`config.mk`:
```
export PLATFORM = sky130hd
export DESIGN_NAME = gpm_top
export DESIGN_NICKNAME = d
export VERILOG_FILES = /design/src/gpm_pkg.sv /design/src/gpm_top.sv /design/src/gpm_sync.sv /design/src/gpm_pin_cfg.sv
export VERILOG_INCLUDE_DIRS = /design/src
export SDC_FILE = /design/constraint.sdc
export NUM_CORES = 2
export LEC_CHECK = 0
export ABC_CLOCK_PERIOD_IN_PS = 17400
export BUFFER_PORTS_ARGS = -buffer_cell sky130_fd_sc_hd__buf_4
export CORE_ASPECT_RATIO = 2
export CORE_MARGIN = 4
export CORE_UTILIZATION = 50
export DETAILED_ROUTE_END_ITERATION = 7
export GPL_TIMING_DRIVEN = 0
export HOLD_SLACK_MARGIN = 0.06
export PLACE_DENSITY = 0.8
export SKIP_CTS_REPAIR_TIMING = 1
export SLEW_MARGIN = 15
export SYNTH_ARGS = -nofsm -noshare
export SYNTH_HDL_FRONTEND = slang
export SYNTH_SLANG_ARGS = --single-unit
```
`constraint.sdc`:
```
create_clock -name CLK -period 17.4 [get_ports CLK]
set_input_delay 1.74 -clock CLK [delete_from_list [all_inputs] [get_ports CLK]]
set_output_delay 1.74 -clock CLK [all_outputs]
set_load 0.05 [all_outputs]
```
`src/gpm_defines.svh`:
```
// register offsets, field positions, reset values and pin tables for the pin mux
`ifndef GPM_DEFINES_SVH
`define GPM_DEFINES_SVH
`define GPM_NPIN 61
`define GPM_ADDR_W 8
// register byte addresses (word aligned)
`define GPM_SEL_LO 8'h00
`define GPM_SEL_HI 8'h04
`define GPM_DIR_LO 8'h08
`define GPM_DIR_HI 8'h0c
`define GPM_LVL_LO 8'h10
`define GPM_LVL_HI 8'h14
`define GPM_IN_LO 8'h18
`define GPM_IN_HI 8'h1c
`define GPM_ROUTE 8'h20
`define GPM_EVT_STS 8'h24
`define GPM_EVT_CLR 8'h28
`define GPM_EVT_EN 8'h2c
`define GPM_PMCFG 8'h30
`define GPM_FLMAP 8'h34
`define GPM_STRAP 8'h38
`define GPM_CTRL 8'h3c
// field positions
`define GPM_PMCFG_S4_BIT 8
`define GPM_FLMAP_LO_BIT 8
`define GPM_CTRL_SWRST_BIT 0
`define GPM_CTRL_MOBILE_BIT 1
`define GPM_PIN_MEMLED 24
`define GPM_PIN_S4 26
`define GPM_PIN_FCS1 58
// reset values and pin masks, bit n = pin n; sel 1 = general use, dir 1 = input
`define GPM_SEL_RST_DT 61'h0703_00ff_197f_75ff
`define GPM_SEL_RST_MB 61'h0703_00fe_197e_65ff
`define GPM_DIR_RST 61'h0701_00f0_006a_65ff
`define GPM_IMPL_MB 61'h1fff_fffe_fdff_7fff
`define GPM_IMPL_DT 61'h1fff_ffff_ffff_ffff
`define GPM_OD_MASK 61'h0000_0000_0000_003c
`define GPM_STRAP_MASK 61'h04aa_0000_0010_0000
`endif

```
`src/gpm_pkg.sv`:
```
// types shared by the pin mux files
package gpm_pkg;
  typedef logic [60:0] gpm_pins_t;
  typedef struct packed {
    logic cyc;
    logic stb;
    logic we;
    logic [3:0] sel;
    logic [7:0] adr;
    logic [31:0] dat;
  } gpm_wb_req_s;
  typedef enum logic [1:0] {
    GPM_SW_IDLE = 2'b00,
    GPM_SW_ACK = 2'b01
  } gpm_bus_e;
endpackage

```
`src/gpm_top.sv`:
```
// general-purpose pin bank with native function mux, events and straps
// What this block does
// - every implemented pin in general use programs as input or output
// - inputs 0 to 15 raise system-mgmt or acpi interrupt, never both
// - pins 2 to 5 are open-drain, default input, shared with pci irq e-h
// - pin 24 config survives the software-triggered system reset
// - pin 26 function chosen by power-mgmt config bit 8, not select bit
// - pin 58 function chosen by flash map bits 9:8, not select bit
// - listed pins default to native function after reset
// - listed pins default to general input after reset
// - listed pins default to general output; pin 24 may show memory activity
// - pin 16 native on mobile, general output on desktop
// - on mobile pins 32, 25, 15 are native only
// - native function on a pin depends on platform variant
// - pins 58,55,53,51,49,20 sampled as straps at reset release
`timescale 1ns/1ps
`include "gpm_defines.svh"
module gpm_top (
  input wire logic CLK,
  input wire logic RESET_N,
  input wire logic SUS_RESET_N,
  input wire logic MOBILE,
  input wire logic [60:0] WELL_SUS,
  input wire logic WB_CYC_I,
  input wire logic WB_STB_I,
  input wire logic WB_WE_I,
  input wire logic [3:0] WB_SEL_I,
  input wire logic [7:0] WB_ADR_I,
  input wire logic [31:0] WB_DAT_I,
  output logic [31:0] WB_DAT_O,
  output logic WB_ACK_O,
  input wire logic [60:0] PAD_I,
  output logic [60:0] PAD_O,
  output logic [60:0] PAD_OE,
  input wire logic [60:0] NATIVE_O,
  input wire logic [60:0] NATIVE_OE,
  output logic [60:0] NATIVE_I,
  input wire logic MEM_ACTIVITY,
  output logic SYSTEM_MGMT_INTERRUPT,
  output logic ACPI_CONTROL_INTERRUPT,
  output logic IRQ
);
  logic rst_meta_q, rst_n;
  logic srst_meta_q, srst_n;
  always_ff @(posedge CLK or negedge RESET_N) begin
    if (!RESET_N) begin
      rst_meta_q <= 1'b0;
      rst_n <= 1'b0;
    end else begin
      rst_meta_q <= 1'b1;
      rst_n <= rst_meta_q;
    end
  end
  always_ff @(posedge CLK or negedge SUS_RESET_N) begin
    if (!SUS_RESET_N) begin
      srst_meta_q <= 1'b0;
      srst_n <= 1'b0;
    end else begin
      srst_meta_q <= 1'b1;
      srst_n <= srst_meta_q;
    end
  end

  gpm_pkg::gpm_pins_t pad_s, well_s;
  logic [1:0] mob_s;
  gpm_sync #(.W(61)) u_pad (.clk(CLK), .rst_n(rst_n), .d(PAD_I), .q(pad_s));
  gpm_sync #(.W(61)) u_well (.clk(CLK), .rst_n(rst_n), .d(WELL_SUS), .q(well_s));
  gpm_sync #(.W(2)) u_mob (.clk(CLK), .rst_n(rst_n), .d({MOBILE, 1'b0}), .q(mob_s));
  wire logic mobile = mob_s[1];

  // bus request bundle
  gpm_pkg::gpm_wb_req_s req;
  assign req = '{cyc: WB_CYC_I, stb: WB_STB_I, we: WB_WE_I, sel: WB_SEL_I, adr: WB_ADR_I, dat: WB_DAT_I};
  gpm_pkg::gpm_bus_e bus_q, bus_d;
  logic hit;
  assign hit = req.cyc && req.stb && (bus_q == gpm_pkg::GPM_SW_IDLE);
  logic wr;
  assign wr = hit && req.we;

  // byte-enable write mask
  logic [31:0] bmask;
  always_comb begin
    for (int i = 0; i < 4; i++) begin
      bmask[i*8 +: 8] = {8{req.sel[i]}};
    end
  end

  // register write strobes over the 61-bit pin vectors
  gpm_pkg::gpm_pins_t wdat, wm_sel, wm_dir, wm_lvl;
  always_comb begin
    wdat = {req.dat[28:0], req.dat};
    wm_sel = '0;
    wm_dir = '0;
    wm_lvl = '0;
    if (wr && req.adr == `GPM_SEL_LO) begin
      wm_sel[31:0] = bmask;
    end else if (wr && req.adr == `GPM_SEL_HI) begin
      wm_sel[60:32] = bmask[28:0];
    end else if (wr && req.adr == `GPM_DIR_LO) begin
      wm_dir[31:0] = bmask;
    end else if (wr && req.adr == `GPM_DIR_HI) begin
      wm_dir[60:32] = bmask[28:0];
    end else if (wr && req.adr == `GPM_LVL_LO) begin
      wm_lvl[31:0] = bmask;
    end else if (wr && req.adr == `GPM_LVL_HI) begin
      wm_lvl[60:32] = bmask[28:0];
    end
  end

  // misc control registers
  logic [15:0] route_q, route_d, evt_en_q, evt_en_d, evt_q, evt_d;
  logic pm_s4_q, pm_s4_d, swrst_q, swrst_d;
  logic [1:0] flmap_q, flmap_d;
  logic [5:0] strap_q, strap_d;
  logic strap_done_q, strap_done_d;
  // counts the first edges after release so that defaults and straps see synchronised pads
  logic [1:0] boot_q, boot_d;
  logic [15:0] gi_q, gi_d;
  logic [31:0] rdat_q, rdat_d;

  gpm_pkg::gpm_pins_t impl, sel_init, sel_c, dir_c, lvl_c, sel_s, dir_s, lvl_s;
  gpm_pkg::gpm_pins_t gp_sel, keep;
  assign impl = mobile ? `GPM_IMPL_MB : `GPM_IMPL_DT;
  assign sel_init = mobile ? `GPM_SEL_RST_MB : `GPM_SEL_RST_DT;
  assign keep = 61'h1 << `GPM_PIN_MEMLED;

  // core-well and suspend-well copies, each on its own reset
  gpm_pin_cfg u_core (
    .clk(CLK), .rst_n(rst_n), .init(swrst_q | ~strap_done_q), .sel_init(sel_init),
    .keep(strap_done_q ? keep : 61'h0), .well(~well_s), .wr_sel_m(wm_sel), .wr_dir_m(wm_dir), .wr_lvl_m(wm_lvl),
    .wdat(wdat), .sel_q(sel_c), .dir_q(dir_c), .lvl_q(lvl_c)
  );
  // suspend copy keeps loading until its well map has come through the synchroniser
  logic [1:0] sus_cnt_q, sus_cnt_d;
  logic sus_init;
  always_comb begin
    sus_cnt_d = (sus_cnt_q == 2'h3) ? sus_cnt_q : sus_cnt_q + 2'h1;
    sus_init = (sus_cnt_q != 2'h3);
  end
  always_ff @(posedge CLK or negedge srst_n) begin
    if (!srst_n) begin
      sus_cnt_q <= 2'h0;
    end else begin
      sus_cnt_q <= sus_cnt_d;
    end
  end
  // a power-up load restores every pin, pin 24 included; only the soft reset spares it
  gpm_pin_cfg u_sus (
    .clk(CLK), .rst_n(srst_n), .init(swrst_q | sus_init), .sel_init(sel_init),
    .keep(sus_init ? 61'h0 : keep), .well(well_s), .wr_sel_m(wm_sel), .wr_dir_m(wm_dir), .wr_lvl_m(wm_lvl),
    .wdat(wdat), .sel_q(sel_s), .dir_q(dir_s), .lvl_q(lvl_s)
  );

  gpm_pkg::gpm_pins_t sel, dir, lvl;
  always_comb begin
    sel = ((sel_c & ~well_s) | (sel_s & well_s)) & impl;
    dir = (dir_c & ~well_s) | (dir_s & well_s);
    lvl = (lvl_c & ~well_s) | (lvl_s & well_s);
    gp_sel = sel;
    gp_sel[`GPM_PIN_S4] = pm_s4_q;
    // a zero map means no second flash part, leaving the pin free for general use
    gp_sel[`GPM_PIN_FCS1] = (flmap_q == 2'b00) && impl[`GPM_PIN_FCS1];
  end

  // pad drive: general output drives its stored level, otherwise native function
  gpm_pkg::gpm_pins_t gen_out, od_lvl;
  always_comb begin
    gen_out = lvl;
    gen_out[`GPM_PIN_MEMLED] = lvl[`GPM_PIN_MEMLED] | MEM_ACTIVITY;
    od_lvl = gen_out & ~`GPM_OD_MASK;
    PAD_O = (gp_sel & od_lvl) | (~gp_sel & NATIVE_O & ~`GPM_OD_MASK);
    // open-drain pins only drive low
    PAD_OE = (gp_sel & ~dir & (~`GPM_OD_MASK | ~gen_out)) | (~gp_sel & NATIVE_OE);
    NATIVE_I = pad_s & ~gp_sel;
  end

  // event logic on inputs 0..15
  logic [15:0] gi_rise;
  logic evt_clr;
  // no edges until the synchronised pads and the edge history hold real levels
  assign gi_rise = pad_s[15:0] & ~gi_q & gp_sel[15:0] & dir[15:0] & {16{strap_done_q}};
  assign evt_clr = wr && req.adr == `GPM_EVT_CLR;

  always_comb begin
    bus_d = gpm_pkg::GPM_SW_IDLE;
    route_d = route_q;
    evt_en_d = evt_en_q;
    pm_s4_d = pm_s4_q;
    flmap_d = flmap_q;
    swrst_d = 1'b0;
    strap_d = strap_q;
    boot_d = (boot_q == 2'h3) ? boot_q : boot_q + 2'h1;
    strap_done_d = strap_done_q | (boot_q == 2'h2);
    gi_d = pad_s[15:0];
    rdat_d = rdat_q;
    // set wins over a clear in the same cycle
    evt_d = (evt_q & ~(evt_clr ? (req.dat[15:0] & bmask[15:0]) : 16'h0)) | gi_rise;
    if (!strap_done_q) begin
      strap_d = {pad_s[58], pad_s[55], pad_s[53], pad_s[51], pad_s[49], pad_s[20]};
    end
    if (hit) begin
      bus_d = gpm_pkg::GPM_SW_ACK;
      rdat_d = 32'h0;
      if (req.we) begin
        if (req.adr == `GPM_ROUTE) begin
          route_d = (route_q & ~bmask[15:0]) | (req.dat[15:0] & bmask[15:0]);
        end else if (req.adr == `GPM_EVT_EN) begin
          evt_en_d = (evt_en_q & ~bmask[15:0]) | (req.dat[15:0] & bmask[15:0]);
        end else if (req.adr == `GPM_PMCFG && req.sel[1]) begin
          pm_s4_d = req.dat[`GPM_PMCFG_S4_BIT];
        end else if (req.adr == `GPM_FLMAP && req.sel[1]) begin
          flmap_d = req.dat[`GPM_FLMAP_LO_BIT +: 2];
        end else if (req.adr == `GPM_CTRL && req.sel[0]) begin
          swrst_d = req.dat[`GPM_CTRL_SWRST_BIT];
        end
      end else begin
        if (req.adr == `GPM_SEL_LO) begin
          rdat_d = gp_sel[31:0];
        end else if (req.adr == `GPM_SEL_HI) begin
          rdat_d = {3'h0, gp_sel[60:32]};
        end else if (req.adr == `GPM_DIR_LO) begin
          rdat_d = dir[31:0];
        end else if (req.adr == `GPM_DIR_HI) begin
          rdat_d = {3'h0, dir[60:32]};
        end else if (req.adr == `GPM_LVL_LO) begin
          rdat_d = lvl[31:0];
        end else if (req.adr == `GPM_LVL_HI) begin
          rdat_d = {3'h0, lvl[60:32]};
        end else if (req.adr == `GPM_IN_LO) begin
          rdat_d = pad_s[31:0];
        end else if (req.adr == `GPM_IN_HI) begin
          rdat_d = {3'h0, pad_s[60:32]};
        end else if (req.adr == `GPM_ROUTE) begin
          rdat_d = {16'h0, route_q};
        end else if (req.adr == `GPM_EVT_STS) begin
          rdat_d = {16'h0, evt_q};
        end else if (req.adr == `GPM_EVT_EN) begin
          rdat_d = {16'h0, evt_en_q};
        end else if (req.adr == `GPM_PMCFG) begin
          rdat_d = {23'h0, pm_s4_q, 8'h0};
        end else if (req.adr == `GPM_FLMAP) begin
          rdat_d = {22'h0, flmap_q, 8'h0};
        end else if (req.adr == `GPM_STRAP) begin
          rdat_d = {26'h0, strap_q};
        end else if (req.adr == `GPM_CTRL) begin
          rdat_d = {30'h0, mobile, 1'b0};
        end
      end
    end
  end

  always_ff @(posedge CLK or negedge rst_n) begin
    if (!rst_n) begin
      bus_q <= gpm_pkg::GPM_SW_IDLE;
      route_q <= 16'h0;
      evt_en_q <= 16'h0;
      evt_q <= 16'h0;
      pm_s4_q <= 1'b0;
      flmap_q <= 2'b00;
      swrst_q <= 1'b0;
      strap_q <= 6'h00;
      strap_done_q <= 1'b0;
      boot_q <= 2'h0;
      gi_q <= 16'h0;
      rdat_q <= 32'h0;
    end else begin
      bus_q <= bus_d;
      route_q <= route_d;
      evt_en_q <= evt_en_d;
      evt_q <= evt_d;
      pm_s4_q <= pm_s4_d;
      flmap_q <= flmap_d;
      swrst_q <= swrst_d;
      strap_q <= strap_d;
      strap_done_q <= strap_done_d;
      boot_q <= boot_d;
      gi_q <= gi_d;
      rdat_q <= rdat_d;
    end
  end

  // each enabled event raises IRQ and exactly one of the other two interrupts by its route bit
  logic [15:0] evt_on;
  assign evt_on = evt_q & evt_en_q;
  assign SYSTEM_MGMT_INTERRUPT = |(evt_on & ~route_q);
  assign ACPI_CONTROL_INTERRUPT = |(evt_on & route_q);
  assign IRQ = |evt_on;
  assign WB_ACK_O = (bus_q == gpm_pkg::GPM_SW_ACK);
  assign WB_DAT_O = rdat_q;
endmodule

```
`src/gpm_sync.sv`:
```
// two flip-flop synchroniser for the pad inputs
`timescale 1ns/1ps
module gpm_sync #(
  parameter int W = 61
) (
  input wire logic clk,
  input wire logic rst_n,
  input wire logic [W-1:0] d,
  output logic [W-1:0] q
);
  logic [W-1:0] meta_q;
  always_ff @(posedge clk or negedge rst_n) begin
    if (!rst_n) begin
      meta_q <= '0;
      q <= '0;
    end else begin
      meta_q <= d;
      q <= meta_q;
    end
  end
endmodule

```
`src/gpm_pin_cfg.sv`:
```
// per-pin configuration state of one power well with its own reset
`timescale 1ns/1ps
`include "gpm_defines.svh"
module gpm_pin_cfg (
  input wire logic clk,
  input wire logic rst_n,
  input wire logic init,
  input wire gpm_pkg::gpm_pins_t sel_init,
  input wire gpm_pkg::gpm_pins_t keep,
  input wire gpm_pkg::gpm_pins_t well,
  input wire gpm_pkg::gpm_pins_t wr_sel_m,
  input wire gpm_pkg::gpm_pins_t wr_dir_m,
  input wire gpm_pkg::gpm_pins_t wr_lvl_m,
  input wire gpm_pkg::gpm_pins_t wdat,
  output gpm_pkg::gpm_pins_t sel_q,
  output gpm_pkg::gpm_pins_t dir_q,
  output gpm_pkg::gpm_pins_t lvl_q
);
  gpm_pkg::gpm_pins_t sel_d, dir_d, lvl_d, clr;
  always_comb begin
    clr = init ? (well & ~keep) : '0;
    sel_d = (sel_q & ~(wr_sel_m & well)) | (wdat & wr_sel_m & well);
    dir_d = (dir_q & ~(wr_dir_m & well)) | (wdat & wr_dir_m & well);
    lvl_d = (lvl_q & ~(wr_lvl_m & well)) | (wdat & wr_lvl_m & well);
    // soft reset restores defaults except for kept pins
    sel_d = (sel_d & ~clr) | (sel_init & clr);
    dir_d = (dir_d & ~clr) | (`GPM_DIR_RST & clr);
    lvl_d = lvl_d & ~clr;
  end
  always_ff @(posedge clk or negedge rst_n) begin
    if (!rst_n) begin
      sel_q <= '0;
      dir_q <= '1;
      lvl_q <= '0;
    end else begin
      sel_q <= sel_d;
      dir_q <= dir_d;
      lvl_q <= lvl_d;
    end
  end
endmodule

```
## Word-level counts from Yosys, hierarchy flattened

Index checks and enable logic that the tools add are counted.

- Bits in registers: 728
- Input port bits: 296
- Output and inout bits: 219
- Logic and storage cells: 220

- Add/sub/neg operators: 2
- Equality and inequality tests: 20
- Mux-type cells: 46
- Bitwise gates (word level): 99
- Reductions and logical operators: 24

Operators by type and width:

| cell | count |
|---|---|
| 61-bit AND | 42 |
| 61-bit OR | 13 |
| 61-bit NOT | 11 |
| 61-bit two-way mux | 8 |
| 32-bit two-way mux | 11 |
| 29-bit two-way mux | 7 |
| 16-bit AND | 11 |
| 59-bit by 61-bit AND with 61-bit output | 2 |
| 25-bit NOT with 61-bit output | 2 |
| 61-bit by 59-bit OR with 61-bit output | 2 |
| 33-bit two-way mux | 2 |
| 8-bit by 6-bit equality test with 1-bit output, second input constant | 8 |
| 16-bit two-way mux | 4 |
| 16-bit NOT | 4 |
| 25-bit two-way mux | 2 |
| 16-bit OR | 3 |
| 16-bit OR reduction | 3 |
| 8-bit by 5-bit equality test with 1-bit output, second input constant | 4 |
| 10-bit two-way mux | 2 |
| 8-bit by 4-bit equality test with 1-bit output, second input constant | 2 |
| 1-bit logical AND | 13 |
| 8-bit by 3-bit equality test with 1-bit output, second input constant | 1 |
| 8-bit zero test | 1 |
| 1-bit two-way mux | 8 |
| other kinds (15) | 25 |

## Longest topological paths before layout

- Depth after elaboration: 17
- Mapped depth: 9
- Depth with buffers taken out: 5

## By module

From an unflattened synthesis, not the netlist that was laid out.

- Cells, all modules: 3750
- Area, all modules: 36201.0 sq um

Modules (own cells, without submodules):

| module | instances | cells each | area each (sq um) |
|---|---|---|---|
| gpm_pin_cfg | 2 | 981 | 8842.2 |
| gpm_top | 1 | 1540 | 12310.6 |
| gpm_sync at u_pad ... | 2 | 122 | 3052.9 |
| gpm_sync at u_mob | 1 | 4 | 100.1 |

## Least setup slack after synthesis

OpenSTA, ideal clock, no wires.

- Path kind: input-to-output
- Start point: input port NATIVE_OE[10]
- End point: output port PAD_OE[10]
- Arrival: 2886 ps
- Slack: 12774 ps
- Cell stages on the path: 2
- Cells stage by stage: o21ai_0 -> o21ai_0

- Word-level cells in the longest chain between the ends: 2

RTL lines:

| what | RTL line | text |
|---|---|---|
| start, declared | gpm_top.sv:36 | `input wire logic [60:0] NATIVE_OE,` |
| 61-bit AND | gpm_top.sv:173 | `` PAD_OE = (gp_sel & ~dir & (~`GPM_OD_MASK \| ~gen_out)) \| (~gp_sel & NATIVE_OE); `` |
| 61-bit OR | gpm_top.sv:173 |  |
| end, declared | gpm_top.sv:34 | `output logic [60:0] PAD_OE,` |

Every way passes these cells.

## Worst setup path after layout

- Start point: input port WB_ADR_I[2]
- End point: register u_core.sel_q[12]

- Word-level cells in the longest chain between the ends: 9
- Elaborated cells on any way between the ends: 11

RTL lines:

| what | RTL line | text |
|---|---|---|
| start, declared | gpm_top.sv:28 | `input wire logic [7:0] WB_ADR_I,` |
| 8-bit zero test (no source line) (*) | -- |  |
| 1-bit logical AND (no source line) (*) | -- |  |
| 32-bit two-way mux (*) | gpm_top.sv:95 | `` if (wr && req.adr == `GPM_SEL_LO) begin `` |
| 61-bit AND | gpm_pin_cfg.sv:22 | `sel_d = (sel_q & ~(wr_sel_m & well)) \| (wdat & wr_sel_m & well);` |
| 61-bit NOT | gpm_pin_cfg.sv:22 |  |
| 61-bit AND | gpm_pin_cfg.sv:22 |  |
| 61-bit OR (*) | gpm_pin_cfg.sv:22 |  |
| 61-bit AND (*) | gpm_pin_cfg.sv:26 | `sel_d = (sel_d & ~clr) \| (sel_init & clr);` |
| 61-bit OR (*) | gpm_pin_cfg.sv:26 |  |
| net u_core.sel_d[12] | gpm_pin_cfg.sv:19 | `gpm_pkg::gpm_pins_t sel_d, dir_d, lvl_d, clr;` |
| end signal, assigned | gpm_pin_cfg.sv:36 | `sel_q <= sel_d;` |
| end, declared | gpm_pin_cfg.sv:15 | `output gpm_pkg::gpm_pins_t sel_q,` |

The timed path passes the listed nets; every way through them passes the cells marked *.
A chain may end at the register's enable or synchronous reset.

==> results.cfg <==
[run_status]
status = finished clean

[routing]
drtIter0Drc = 3518
wl_mm = 143
via_count = 31500
drt_pass1_iterations = 7
ant_nets = 0
vias_per_cell = 6.59
wl_per_cell_um = 29.9
drc = 0

[synthesis]
netlist_area_sq_mm = 0.0339
synth_top_area_cell = dfrtp_1
synth_ff_type = dfrtp_1
ys_seq_elements = 724
yosysWarnings = 0
yosys.area.top_type_share_pct = 44.5
synth_cell_types = 69
yosysSeqAreaShare_pct = 53.9
ys_top_cells_by_area = dfrtp_1, dfstp_2, mux2i_1
synth_edf_count = 0
syn-instance-count = 3252
synthArstFlopShare_pct = 100
synth.avg_cell_area_sq_um = 10.4

[grt]
grt_overflow = 0
antenna_found_initial = 17
grt_pass1_vias = 31400
gr-usage-all-layers_pct = 38.6
grt_max_degree = 61
grt_pass1_wl_mm = 204

[pwr]
power_density_mw_per_mm2 = 91.4
power.total_mw = 3.80
ir_drop_mv = 0.0882
leakagePower_nw = 17.7

[sta]
rsz0062_at_grt = false
finalHoldViolCount = 0
finalSetupViolations = 0
final.setup_skew_ns = 0.0266
maxSlewViolCount = 0
whs_ns = 0.338
worst_pin_slew_ns = 1.33
max_freq_ghz = 0.211
worst_slack_ns = 12.66
period_share_pct = 27.2
slew_headroom_pct = 11.5
period_needed_ns = 4.74

[critical_path]
crit_chain = buf_4 -> or4_1 -> buf_1 -> nor2_1 -> buf_2 -> buf_2 -> a41oi_1 -> o21ai_0
worstPathArrival_ns = 5.31
crit_buf_inv = 4
rr_startpoint = strap_done_q
crit_family = buffers and inverters
cpMaxStageDelayCell = nor2_1
required_ns = 17.97
cp_common_cell = buf_2
crit_fanout = 10
slowest_delay_ns = 0.74
cp-startpoint = WB_ADR_I[2]
critPathKind = in -> reg
crit_path_start_kind = primary input
end_kind = flop

[clocking]
clock_sinks = 724
clock_latency_ns = 0.67
cts-buffers-inserted = 68
clockBufferDepth = 3
cts_tree = done
htree_levels = 3
clk_pin_slew_ns = 0.07
cts.root.buffer_cell = clkbuf_16

[finish]
syn_to_final_growth_pct = 22.5
final_common_cell = dfrtp_1
drive_gt1_share_pct = 23.6
final_cell_mix = dfrtp_1, buf_4, o21ai_0
nFillCells = 5525
nets = 4132

[placement]
dp_hpwl_mm = 104
io_buffers = 489
gp_congestion = 1.04
dp_slack_ns = 12.28

[die]
core_sq_mm = 0.0669
die_area_sq_mm = 0.0722
fp-row-count = 134
ios = 515
start_util_pct = 50.6
die_w_um = 192
die_y_um = 376

[hold_path]
min_from = u_pad.meta_q[42]
hold_class = reg -> reg

[job]
cap_violations = 0
==> layout make-up <==
type | instances | area [sq um] | share of cell area, %
Sequential cell | 724 | 18300 | 44.0
Multi-Input combinational cell | 2246 | 14600 | 35.1
Timing Repair Buffer | 507 | 4050 | 9.75
Clock buffer | 90 | 1940 | 4.66
Tap cell | 884 | 1110 | 2.66
Buffer | 232 | 908 | 2.19
Clock inverter | 36 | 438 | 1.05
Inverter | 54 | 203 | 0.488
Antenna cell | 10 | 25.0 | 0.0603
==> worst reg2reg max path, cell delays in order (launching register included) <==
cell      delay, ns
dfrtp_1        0.32
clkbuf_1       0.49
nor2b_1        0.20
clkbuf_1       0.62
buf_1          0.64
nor2_1         0.33
a41oi_1        0.68
o21ai_0        0.16
==> where the power goes <==
| part | total (mW) | switching, mW | internal [mW] |
|---|---|---|---|
| clock | 1.62 | 0.705 | 0.913 |
| sequential | 1.77 | 0.0391 | 1.73 |
| combinational | 0.410 | 0.275 | 0.135 |
==> cells in the mapped netlist, types with 5 or more instances <==
cell / instances
a211oi_1: 61
a21oi_1: 270
a221oi_1: 5
a22o_1: 30
a22oi_1: 28
a31oi_1: 17
a32o_1: 120
a32oi_1: 5
and2_1: 58
buf_1: 27
buf_2: 18
clkbuf_1: 183
dfrtp_1: 602
dfstp_2: 122
inv_1: 54
mux2_2: 106
mux2i_1: 216
mux4_2: 5
nand2_1: 317
nand2b_1: 62
nand3_1: 54
nand4_1: 12
nor2_1: 161
nor2b_1: 77
nor3_1: 28
nor3_2: 7
o211ai_1: 18
o21ai_0: 370
o21ai_1: 17
o221ai_1: 13
o22ai_1: 31
o2bb2ai_1: 8
o31ai_1: 14
o32a_1: 56
or3_1: 5
==> path summary, 6_finish.rpt <==
kind                                    endpoint  slack (ns)  cells past startpoint
worst max-delay path            u_core.sel_q[12]       12.66                      8
worst min-delay path                 u_pad.q[42]        0.34                      0
worst max register to register  u_core.sel_q[12]       13.82                      7
worst min register to register       u_pad.q[42]        0.34                      0
max in group asynchronous        u_core.dir_q[5]       15.51                      3
min in group asynchronous        u_sus.lvl_q[12]        0.39                      0
==> kinds of logic (layout without fill, tap and decap cells) <==
kind of cell,count (synthesis),count (layout),share of synthesized area (%)
AOI/OAI and AO/OA,1092,1092,20.8
DFF,724,724,53.9
buffers and inverters,286,919,3.28
and+or+nand+nor,816,816,11.6
other,2,16,0.0222
adders and majority gates,3,3,0.111
muxes,327,327,10.2
xor gates and xnor gates,2,2,0.0517
==> per-layer routing <==
| metal | track usage [%] | wire, um | vias to the layer above |
|---|---|---|---|
| li1 | - | - | 13100 |
| met1 | 42.2 | 45700 | 15300 |
| met2 | 58.9 | 63700 | 2306 |
| met3 | 12.6 | 16700 | 835 |
| met5 | 0 | 92 | - |
| met4 | 34.9 | 16600 | 14 |
==> flip-flops by register name (all words and copies together) (netlist names), 61 cells and up, named ones only <==
register and count:
u_well.meta_q 61, u_core.dir_q 61, u_core.lvl_q 61, u_well.q 61
u_pad.meta_q 61, u_sus.dir_q 61, u_pad.q 61, u_sus.lvl_q 61
==> through the flow <==
stage	instance area [sq um]	TNS, ns	instances	util, %
final	41500	0	4783	62.1
after global routing	41500	0	4777	62.0
after CTS	41500	0	4773	62.0
after detailed placement	39100	0	4647	58.4
after global placement	38700	-2453.36	4629	57.8
after floorplan	33900	0	3256	-
No activity file was read; power rests on OpenSTA's default activity.
